[src/hdl/frame_counter_mapping_regs.vh]
`ifndef FRAME_COUNTER_MAPPING_REGS_VH
`define FRAME_COUNTER_MAPPING_REGS_VH

// Counter widths and wrap points
`define FRAME_WIDTH 12
`define FRAME_MAX 12'hfff
`define CONN_WIDTH 8
`define CONN_MAX 8'hff
`define FRAME_ZERO 12'h000
`define CONN_ZERO 8'h00

// Variant selector
`define VARIANT_FDD 1'b0
`define VARIANT_TDD 1'b1

// Offset report cases
`define CASE_SINGLE 2'h0
`define CASE_MULTI 2'h1
`define CASE_ADD 2'h2

// Neighbour offset table depth
`define NB_ADDR_WIDTH 5

`endif

[src/hdl/neighbour_offset_mem.v]
`timescale 1ns/10ps
`include "frame_counter_mapping_regs.vh"

// Small table of neighbour cell frame number low bytes, registered read data
module neighbour_offset_mem (
    input wire sys_clk,
    input wire clk_en,
    input wire wr_en,
    input wire [`NB_ADDR_WIDTH-1:0] wr_addr,
    input wire [`CONN_WIDTH-1:0] wr_data,
    input wire [`NB_ADDR_WIDTH-1:0] rd_addr,
    output reg [`CONN_WIDTH-1:0] rd_data
);

reg [`CONN_WIDTH-1:0] mem [0:(1<<`NB_ADDR_WIDTH)-1];

always @(posedge sys_clk) begin
    if (clk_en) begin
        if (wr_en) begin
            mem[wr_addr] <= wr_data;
        end
        rd_data <= mem[rd_addr];
    end
end

endmodule // neighbour_offset_mem

[src/hdl/frame_counter_mapping.v]
`timescale 1ns/10ps
`include "frame_counter_mapping_regs.vh"

// How it works
// RULE1 - Base station counter counts 0..4095, wraps
// RULE2 - Controller counter counts 0..4095, wraps
// RULE3 - Cell counter 0..4095, broadcast as timebase
// RULE4 - FDD: cell counter equals base plus adjustment
// RULE5 - TDD sync port: cell low byte follows base
// RULE6 - Connection counter 0..255, paging 0..4095
// RULE7 - Each block set carries connection frame number
// RULE8 - Downlink: cell low byte = conn plus offset
// RULE9 - Uplink: conn = cell minus offset, mod 256
// RULE10 - One-frame steps, 8-bit offsets, low bits
// RULE11 - Connection wrap exceeds MAC-to-L1 delay
// RULE12 - Controller supplies per-link frame offset
// RULE13 - Report offset only when network requests
// RULE14 - Network flags known or measured neighbours
// RULE15 - Reported offset is 0..255 frames
// RULE16 - Single link entry reports zero offset
// RULE17 - FDD multi link: offset minus first cell
// RULE18 - Link add: connection minus target cell frame
// RULE19 - All counters step on frame strobe, reset zero
module frame_counter_mapping (
    input wire sys_clk,
    input wire nrst,
    input wire clk_en,
    input wire frame_strobe,
    input wire variant_tdd,
    input wire sync_port_used,
    input wire [`FRAME_WIDTH-1:0] cell_adjust,
    input wire paging_channel,
    input wire [`CONN_WIDTH-1:0] link_frame_offset,
    input wire link_offset_load,
    input wire dl_block_valid,
    input wire [`CONN_WIDTH-1:0] dl_conn_frame,
    input wire ul_block_valid,
    input wire [`FRAME_WIDTH-1:0] ul_cell_frame,
    input wire nb_known_wr,
    input wire [`NB_ADDR_WIDTH-1:0] nb_addr,
    input wire [`CONN_WIDTH-1:0] nb_frame_low,
    input wire nb_known,
    input wire report_req,
    input wire [1:0] report_case,
    input wire [`NB_ADDR_WIDTH-1:0] report_addr,
    input wire report_is_first,
    output reg [`FRAME_WIDTH-1:0] base_station_frame_counter,
    output reg [`FRAME_WIDTH-1:0] controller_frame_counter,
    output reg [`FRAME_WIDTH-1:0] cell_system_frame_counter,
    output reg [`FRAME_WIDTH-1:0] connection_frame_counter,
    output reg dl_valid,
    output reg [`CONN_WIDTH-1:0] dl_cell_frame_low,
    output reg [`CONN_WIDTH-1:0] dl_tag_conn_frame,
    output reg ul_valid,
    output reg [`CONN_WIDTH-1:0] ul_conn_frame,
    output reg report_valid,
    output reg report_skipped,
    output reg [`CONN_WIDTH-1:0] report_offset
);

////////////////////////////////////////////////////////////////////////////////
// Reset release

reg rst_meta;
reg rst_sync;

always @(posedge sys_clk or negedge nrst) begin
    if (!nrst) begin
        rst_meta <= 1'b0;
        rst_sync <= 1'b0;
    end else begin
        rst_meta <= 1'b1;
        rst_sync <= rst_meta;
    end
end

////////////////////////////////////////////////////////////////////////////////
// Modulo-256 and modulo-4096 arithmetic

function [`CONN_WIDTH-1:0] add256;
    input [`CONN_WIDTH-1:0] a;
    input [`CONN_WIDTH-1:0] b;
    reg [`CONN_WIDTH:0] s;
    begin
        s = {1'b0, a} + {1'b0, b};
        add256 = s[`CONN_WIDTH-1:0];
    end
endfunction

function [`CONN_WIDTH-1:0] sub256;
    input [`CONN_WIDTH-1:0] a;
    input [`CONN_WIDTH-1:0] b;
    reg [`CONN_WIDTH:0] s;
    begin
        s = {1'b0, a} - {1'b0, b};
        sub256 = s[`CONN_WIDTH-1:0];
    end
endfunction

function [`FRAME_WIDTH-1:0] inc4096;
    input [`FRAME_WIDTH-1:0] a;
    begin
        // An explicit compare with FRAME_MAX gives the wrap at 4095
        if (a == `FRAME_MAX) begin
            inc4096 = `FRAME_ZERO;
        end else begin
            inc4096 = a + 12'h001;
        end
    end
endfunction

////////////////////////////////////////////////////////////////////////////////
// Frame counters

reg [`CONN_WIDTH-1:0] link_offset;
reg [`FRAME_WIDTH-1:0] next_base;
reg [`FRAME_WIDTH-1:0] next_cell;
reg [`FRAME_WIDTH-1:0] next_conn;
reg [`FRAME_WIDTH:0] cell_sum;
reg [`FRAME_WIDTH-1:0] cell_inc;

always @* begin
    next_base = inc4096(base_station_frame_counter); // see RULE1
    cell_inc = inc4096(cell_system_frame_counter);
    cell_sum = {1'b0, next_base} + {1'b0, cell_adjust};
    if (variant_tdd == `VARIANT_FDD) begin
        next_cell = cell_sum[`FRAME_WIDTH-1:0]; // see RULE4
    end else if (sync_port_used) begin
        // Upper bits keep counting freely, low byte locked
        next_cell = {cell_inc[`FRAME_WIDTH-1:`CONN_WIDTH],
                     next_base[`CONN_WIDTH-1:0]}; // see RULE5
    end else begin
        next_cell = cell_inc; // see RULE3
    end
    if (paging_channel) begin
        next_conn = inc4096(connection_frame_counter); // see RULE6
    end else begin
        next_conn = {4'h0, add256(connection_frame_counter[`CONN_WIDTH-1:0], 8'h01)}; // see RULE6
    end
end

always @(posedge sys_clk or negedge rst_sync) begin
    if (!rst_sync) begin
        base_station_frame_counter <= `FRAME_ZERO; // see RULE19
        controller_frame_counter <= `FRAME_ZERO;
        cell_system_frame_counter <= `FRAME_ZERO;
        connection_frame_counter <= `FRAME_ZERO;
        link_offset <= `CONN_ZERO;
    end else if (clk_en) begin
        if (link_offset_load) begin
            link_offset <= link_frame_offset; // see RULE12
        end
        if (frame_strobe) begin
            base_station_frame_counter <= next_base; // see RULE19
            controller_frame_counter <= inc4096(controller_frame_counter); // see RULE2
            cell_system_frame_counter <= next_cell; // see RULE3
            connection_frame_counter <= next_conn; // see RULE11
        end
    end
end

////////////////////////////////////////////////////////////////////////////////
// Layer 1 / layer 2 frame mapping

always @(posedge sys_clk or negedge rst_sync) begin
    if (!rst_sync) begin
        dl_valid <= 1'b0;
        dl_cell_frame_low <= `CONN_ZERO;
        dl_tag_conn_frame <= `CONN_ZERO;
        ul_valid <= 1'b0;
        ul_conn_frame <= `CONN_ZERO;
    end else if (clk_en) begin
        dl_valid <= dl_block_valid;
        ul_valid <= ul_block_valid;
        if (dl_block_valid) begin
            dl_tag_conn_frame <= dl_conn_frame; // see RULE7
            dl_cell_frame_low <= add256(dl_conn_frame, link_offset); // see RULE8
        end
        if (ul_block_valid) begin
            // Only the low byte of the cell frame is meaningful here
            ul_conn_frame <= sub256(ul_cell_frame[`CONN_WIDTH-1:0], link_offset); // see RULE9 see RULE10
        end
    end
end

////////////////////////////////////////////////////////////////////////////////
// Neighbour offset report

wire [`CONN_WIDTH-1:0] nb_rd_data;
reg first_cell_known;
reg [`CONN_WIDTH-1:0] first_cell_frame;
reg [`NB_ADDR_WIDTH-1:0] nb_known_flags_addr;
reg [(1<<`NB_ADDR_WIDTH)-1:0] nb_known_flags;
reg pend;
reg [1:0] pend_case;
reg pend_first;
reg [`NB_ADDR_WIDTH-1:0] pend_addr;

neighbour_offset_mem u_mem (
    .sys_clk(sys_clk),
    .clk_en(clk_en),
    .wr_en(nb_known_wr),
    .wr_addr(nb_addr),
    .wr_data(nb_frame_low),
    .rd_addr(report_addr),
    .rd_data(nb_rd_data)
);

always @(posedge sys_clk or negedge rst_sync) begin
    if (!rst_sync) begin
        nb_known_flags <= {(1<<`NB_ADDR_WIDTH){1'b0}};
        nb_known_flags_addr <= {`NB_ADDR_WIDTH{1'b0}};
        first_cell_known <= 1'b0;
        first_cell_frame <= `CONN_ZERO;
        pend <= 1'b0;
        pend_case <= `CASE_SINGLE;
        pend_first <= 1'b0;
        pend_addr <= {`NB_ADDR_WIDTH{1'b0}};
        report_valid <= 1'b0;
        report_skipped <= 1'b0;
        report_offset <= `CONN_ZERO;
    end else if (clk_en) begin
        if (nb_known_wr) begin
            nb_known_flags[nb_addr] <= nb_known; // see RULE14
            nb_known_flags_addr <= nb_addr;
        end
        // Request is taken now, memory data arrive one cycle later
        pend <= report_req; // see RULE13
        pend_case <= report_case;
        pend_first <= report_is_first;
        pend_addr <= report_addr;
        report_valid <= 1'b0;
        report_skipped <= 1'b0;
        if (pend) begin
            if (nb_known_flags[pend_addr]) begin
                report_skipped <= 1'b1; // see RULE14
            end else begin
                report_valid <= 1'b1; // see RULE13
                case (pend_case)
                    `CASE_SINGLE: begin
                        report_offset <= `CONN_ZERO; // see RULE16
                    end
                    `CASE_MULTI: begin
                        if (pend_first || variant_tdd == `VARIANT_TDD) begin
                            report_offset <= `CONN_ZERO; // see RULE17
                            first_cell_frame <= nb_rd_data;
                            first_cell_known <= 1'b1;
                        end else begin
                            report_offset <= sub256(nb_rd_data, first_cell_frame); // see RULE17 see RULE15
                        end
                    end
                    `CASE_ADD: begin
                        report_offset <= sub256(connection_frame_counter[`CONN_WIDTH-1:0],
                                                nb_rd_data); // see RULE18
                    end
                    default: begin
                        report_offset <= `CONN_ZERO;
                    end
                endcase
            end
        end
    end
end

endmodule // frame_counter_mapping

[config.mk]
export PLATFORM = sky130hd
export DESIGN_NAME = frame_counter_mapping
export DESIGN_NICKNAME = d
export VERILOG_FILES = /design/src/hdl/neighbour_offset_mem.v /design/src/hdl/frame_counter_mapping.v
export VERILOG_INCLUDE_DIRS = /design/src /design/src/hdl
export SDC_FILE = /design/constraint.sdc
export NUM_CORES = 1
export LEC_CHECK = 0
export BUFFER_PORTS_ARGS = -buffer_cell sky130_fd_sc_hd__buf_2
export CORE_MARGIN = 3
export CORE_UTILIZATION = 60
export DETAILED_ROUTE_END_ITERATION = 7
export PLACE_DENSITY = 0.89
export SLEW_MARGIN = 20
export SYNTH_ARGS = -nofsm -noshare
export SYNTH_HDL_FRONTEND = slang
export SYNTH_SLANG_ARGS = --single-unit
[constraint.sdc]
create_clock -name sys_clk -period 4.9 [get_ports sys_clk]
set_clock_uncertainty 0.05 [all_clocks]
set_input_delay 1.225 -clock sys_clk [delete_from_list [all_inputs] [get_ports sys_clk]]
set_output_delay 1.225 -clock sys_clk [all_outputs]
set_load 0.01 [all_outputs]
After elaboration in Yosys (flattened, before gate mapping)
Memories as Yosys holds them, arrays and structs flattened. A register that Yosys moved wholly into a read port is not among the register bits.
Cells that the tools add are included.
Storage, ports and cells
  flip-flop bits (word level): 143
  RAM bits: 256
  input port bits: 74
  output and inout bits: 84
  word-level logic and storage cells: 72
  memories: 1
Operators by class
  add/subtract/negate cells: 10
  magnitude comparators: 3
  eq/ne operators: 6
  muxes and demuxes: 21
  bitwise logic cells: 1
  reduce and logical (&&, ||, !) cells: 9
Memories
  u_mem.mem: depth 32, bits a word 8, rd ports 1, clocked after Yosys merged registers in 1, write ports 1, RTL line neighbour_offset_mem.v:15  | reg [`CONN_WIDTH-1:0] mem [0:(1<<`NB_ADDR_WIDTH)-1];
Operator list (count)
  $mux 12: 6
  $add 12x1->12 const B: 4
  $eq 12x12->1 const B: 4
  $bwmux 32: 1
  $sub 8x8->8: 3
  $mux 8: 2
  $pmux 8 s2: 1
  $add 12x12->12: 1
  $lt 5x6->1 const B: 2
  $reduce_and 2->1: 5
  $mux 1: 9
  $add 8x1->8 const B: 1
  $add 8x8->8: 1
  $bmux 1 s5: 1
  $demux 1 s5: 1
  $ge 5x1->1 const B: 1
  $reduce_and 5->1: 1
  $reduce_and 3->1: 1
  $eq 2x1->1 const B: 1
  $eq 2x2->1 const B: 1
  $logic_and 1x1->1: 1
  $logic_or 1x1->1: 1
  $not 1->1: 1

Depth between registers and ports, before layout
  depth after elaboration: 5
  depth in mapped cells: 13
  mapped depth without buffers: 13

Hierarchy
From an unflattened synthesis, not the netlist that was laid out.
Unflattened totals
  cells, all modules: 1293
  area, all modules: 18711.7 um^2
Modules (own cells, without submodules)
  neighbour_offset_mem: instances 1, cells each 418, area each 10138.5 um^2, sequential area each 7927.6 um^2
  frame_counter_mapping: instances 1, cells each 875, area each 8573.2 um^2, sequential area each 3578.4 um^2

Worst setup path before layout
Ideal clock, no wire load.
  path kind: input-to-reg
  from: in report_addr[0]
  to: reg u_mem.rd_data[0] (read register of u_mem.mem), data pin
  library setup time: 260 ps
  arrival time: 2991 ps
  data required time: 4590 ps
  slack: 1599 ps
  stages: 4
  path buffers: 1
  path through: clkbuf_1 mux4_2 mux4_2 mux2_2
RTL lines
  from (decl): RTL line frame_counter_mapping.v:45  | input wire [`NB_ADDR_WIDTH-1:0] report_addr,
  to (decl): RTL line neighbour_offset_mem.v:12  | output reg [`CONN_WIDTH-1:0] rd_data

Final worst setup path
  from: reg base_station_frame_counter[0]
  to: reg cell_system_frame_counter[10]
On the way
  cells in the longest elaborated chain, start to end: 4
  elaborated cells between the ends (all ways): 5
  classes of those cells: add/sub (2); eq/ne (1); mux (2)
RTL lines
  from (decl): RTL line frame_counter_mapping.v:47  | output reg [`FRAME_WIDTH-1:0] base_station_frame_counter,
  from (signal assigned): RTL line frame_counter_mapping.v:144  | base_station_frame_counter <= `FRAME_ZERO;
  from (signal assigned): RTL line frame_counter_mapping.v:154  | base_station_frame_counter <= next_base;
  $add 12x1->12 or $eq 12x12->1 (tied branches)
  $mux 12 (*): RTL line frame_counter_mapping.v:104  | if (a == `FRAME_MAX) begin
  net next_base[0]: RTL line frame_counter_mapping.v:116  | reg [`FRAME_WIDTH-1:0] next_base;
  $add 12x12->12 (*): RTL line frame_counter_mapping.v:125  | cell_sum = {1'b0, next_base} + {1'b0, cell_adjust};
  $mux 12 (*): RTL line frame_counter_mapping.v:126  | if (variant_tdd == `VARIANT_FDD) begin
  to (signal assigned): RTL line frame_counter_mapping.v:146  | cell_system_frame_counter <= `FRAME_ZERO;
  to (signal assigned): RTL line frame_counter_mapping.v:156  | cell_system_frame_counter <= next_cell;
  to (decl): RTL line frame_counter_mapping.v:49  | output reg [`FRAME_WIDTH-1:0] cell_system_frame_counter,
The timed path passes the listed nets; every way through them passes the cells marked *.
A chain may end at the register's enable or synchronous reset.

==> out/qor.csv <==
stage,metric,value,unit
pwr,power.leakage,8.34,nW
logic_synthesis,synth.cell_area,0.0184,sq mm
route,num_vias,11900,
logic_synthesis,ys_seq_elements,407,
logic_synthesis,syn_area_per_cell,14.9,sq um
clocking,cts_sinks,407,
pwr,peakVddDrop,0.000337,V
final_layout,area_growth,14.8,%
worst_hold_path,hold_start,rst_meta,
timing,period_share,69.5,%
route,initialDrtViolationCount,1370,
timing,max_freq,294,MHz
route,final_antenna_net_count,0,
floorplanning,io_pins,158,
clocking,h-tree-depth,2,
worst_setup_path,cp_max_fo,9,
worst_hold_path,hold_depth,0,
route,wirelength,45500,um
worst_setup_path,reg2reg_depth,13,
clocking,clkTransAtPathRegs,0.06,ns
placed_design,hpwl,30000,um
route,drcViolationCount,0,
status,status,"complete, no violations",
route,firstDrtPassIters,5,
logic_synthesis,synth-edff-count,264,
worst_setup_path,crit_path_end_kind,register,
timing,grt_setup_unrepaired,false,
timing,worst_pin_slew,1.11,ns
final_layout,fillers,1813,
final_layout,layout.area.seq,0.0115,sq mm
pwr,power_density,434,mW/mm^2
clocking,cts_resized,0,
worst_hold_path,min_path_type,register to register,
clocking,post-cts-setup-buffer-count,0,
global_routing,antenna_found_initial,2,
clocking,cts_hold_buf,0,
clocking,cts_tree,built,
placed_design,dp_cells,1772,
logic_synthesis,synth_area_leaders,"edfxtp_1 (43%), dfrtp_1 (19%), mux4_2 (9.8%), mux2_2 (4.4%), ha_1 (3.1%)",
logic_synthesis,syn-num-nets,1365,
logic_synthesis,synth.yosys.seq_area_share,62.4,%
timing,hold_viol,0,
clocking,clock_latency,0.55,ns
global_routing,grt_usage,28.1,%
floorplanning,die_h,181,um
timing,hold_ws,0.312,ns
timing,fin_ws,1.50,ns
final_layout,layout-drive-gt1-share,28.2,%
global_routing,first_global_vias,12400,
worst_setup_path,cp.arrival,3.76,ns
final_layout,finalNonFillerCells,1847,
clocking,clockBufferDepth,3,
floorplanning,rows,63,
logic_synthesis,synth_top_cell_by_area,edfxtp_1,
timing,fin_setup_tns,0,ns
route,vias_per_cell,6.45,
logic_synthesis,netlist_instances,1241,
placed_design,globalplace.congestion,0.882,
timing,post-route-min-period,3.40,ns
worst_hold_path,holdPathEnd,rst_sync,
floorplanning,die_area,0.0329,sq mm
global_routing,grt-ovfl-total,0,
logic_synthesis,yosys_warnings,0,
route,wire_per_inst,24.7,um
worst_setup_path,crit_path_start_kind,register,
worst_setup_path,reg2reg_slack,1.50,ns
worst_setup_path,worstSetupPathType,register to register,
floorplanning,chipWidth,181,um
worst_setup_path,rr_startpoint,base_station_frame_counter[0],
global_routing,grt_pass1_wl,72200,um
global_routing,grt_max_degree,80,
worst_setup_path,required,5.26,ns
job,max_cap_viol_count,0,
final_layout,final_net_count,1549,
logic_synthesis,synth_cell_types,66,
logic_synthesis,ys_async_sr_fraction,35.1,%
floorplanning,core_area,0.0300,sq mm
placed_design,port_buffers,153,
clocking,cts_buffers,41,
final_layout,fin_util,70.7,%
final_layout,multi_input_area,0.00658,sq mm
timing,maxSlewViolCount,0,
logic_synthesis,synth_ff_type,edfxtp_1,
logic_synthesis,post-synth-top-area-fraction,43.0,%
worst_setup_path,r2r-end,cell_system_frame_counter[10],
floorplanning,start_util,61.5,%
timing,relSlewSlack,25.7,%
timing,setup_viol,0,
placed_design,dpl_worst_slack,1.08,ns
clocking,cts_root_buf,clkbuf_16,
[per-stage QoR]
| step | power [W] | area, sq um |
|---|---|---|
| 5_1_grt | 0.00954 | 21200 |
| 2_1_floorplan | 0.00533 | 18400 |
| 4_1_cts | 0.00918 | 21200 |
| 3_3_place_gp | 0.00580 | 19700 |
| 3_5_place_dp | 0.00591 | 19700 |
| 6_report | 0.00918 | 21200 |
[registers in the layout (all words and copies together), names as in the netlist, 12 cells and up]
name and cells:
u_mem.mem 256, nb_known_flags 32, cell_system_frame_counter 12, connection_frame_counter 12
controller_frame_counter 12, base_station_frame_counter 12
[power by group]
group	internal [W]	switching (W)	total, W
combinational	0.000759	0.000928	0.00169
clock	0.00196	0.00132	0.00328
sequential	0.00393	0.000280	0.00421
total	0.00665	0.00253	0.00918
[per-layer routing]
metal | vias up | global-route usage [%] | share of wire [%]
met5 | - | 0 | 0.020
met4 | 2 | 10.5 | 4.1
met3 | 143 | 5.92 | 8.5
met2 | 689 | 48.3 | 51
met1 | 5953 | 35.6 | 36
li1 | 5118 | - | -
[cell type report]
| cell class | count | share of cell area (%) |
|---|---|---|
| Antenna cell | 1 | 0.0118 |
| Tap cell | 390 | 2.31 |
| Inverter | 43 | 0.763 |
| Timing Repair Buffer | 182 | 4.78 |
| Sequential cell | 407 | 54.4 |
| Clock inverter | 18 | 1.29 |
| Clock buffer | 56 | 5.40 |
| Multi-Input combinational cell | 750 | 31.1 |
[cells by family after synthesis]
group	synth area share (%)
buffers and inverters	1.89
muxes	15.6
DFF	62.4
AOI/OAI and AO/OA	5.73
other	0.0203
adders and majority gates	3.60
xor gates and xnor gates	2.71
and+or+nand+nor	8.04
[cell usage after synthesis, drive strengths merged (12+ instances only)]
library cell	count
and3	14
nand3	36
dfrtp	143
nand4	14
a21oi	24
o21ai	50
nor2	80
nor3	15
xor2	29
xnor2	28
edfxtp	264
ha	45
mux2	74
inv	42
mux4	80
clkbuf	29
nand2	88
mux2i	23
buf	12
[how the worst max path moves through the flow]
stage,startpoint,end,cells past startpoint
after floorplan,rst_sync,base_station_frame_counter[0],0
after global placement,report_addr[0],u_mem.rd_data[5],5
after detailed placement,report_addr[0],u_mem.rd_data[5],5
after CTS,base_station_frame_counter[0],cell_system_frame_counter[10],13
after global routing,base_station_frame_counter[0],cell_system_frame_counter[10],13
final,base_station_frame_counter[0],cell_system_frame_counter[10],13
[critical path, stage by stage, from the launching register on]
cell and delay [ns]:
dfrtp_1 0.52, ha_1 0.29, nand3_1 0.16, nor3_1 0.66
nor2_1 0.13, ha_1 0.24, inv_1 0.08, fa_1 0.21
nor2b_1 0.08, o211ai_1 0.20, a21boi_0 0.15, o211ai_1 0.25
and4b_1 0.23, nor3_1 0.05
[placed cells by master (no fill, tap or decap), types with 14 or more instances in the layout]
cell         n
edfxtp_1   264
buf_2      152
dfrtp_1    142
nand2_1     88
nor2_1      80
mux4_2      80
mux2_2      72
o21ai_0     50
ha_1        45
inv_1       42
clkbuf_16   41
nand3_1     35
xor2_1      29
xnor2_1     28
buf_4       28
a21oi_1     24
mux2i_1     23
and3_1      14
nand4_1     14
nor3_1      14
Note: power is estimated with default switching activity, not from simulation.
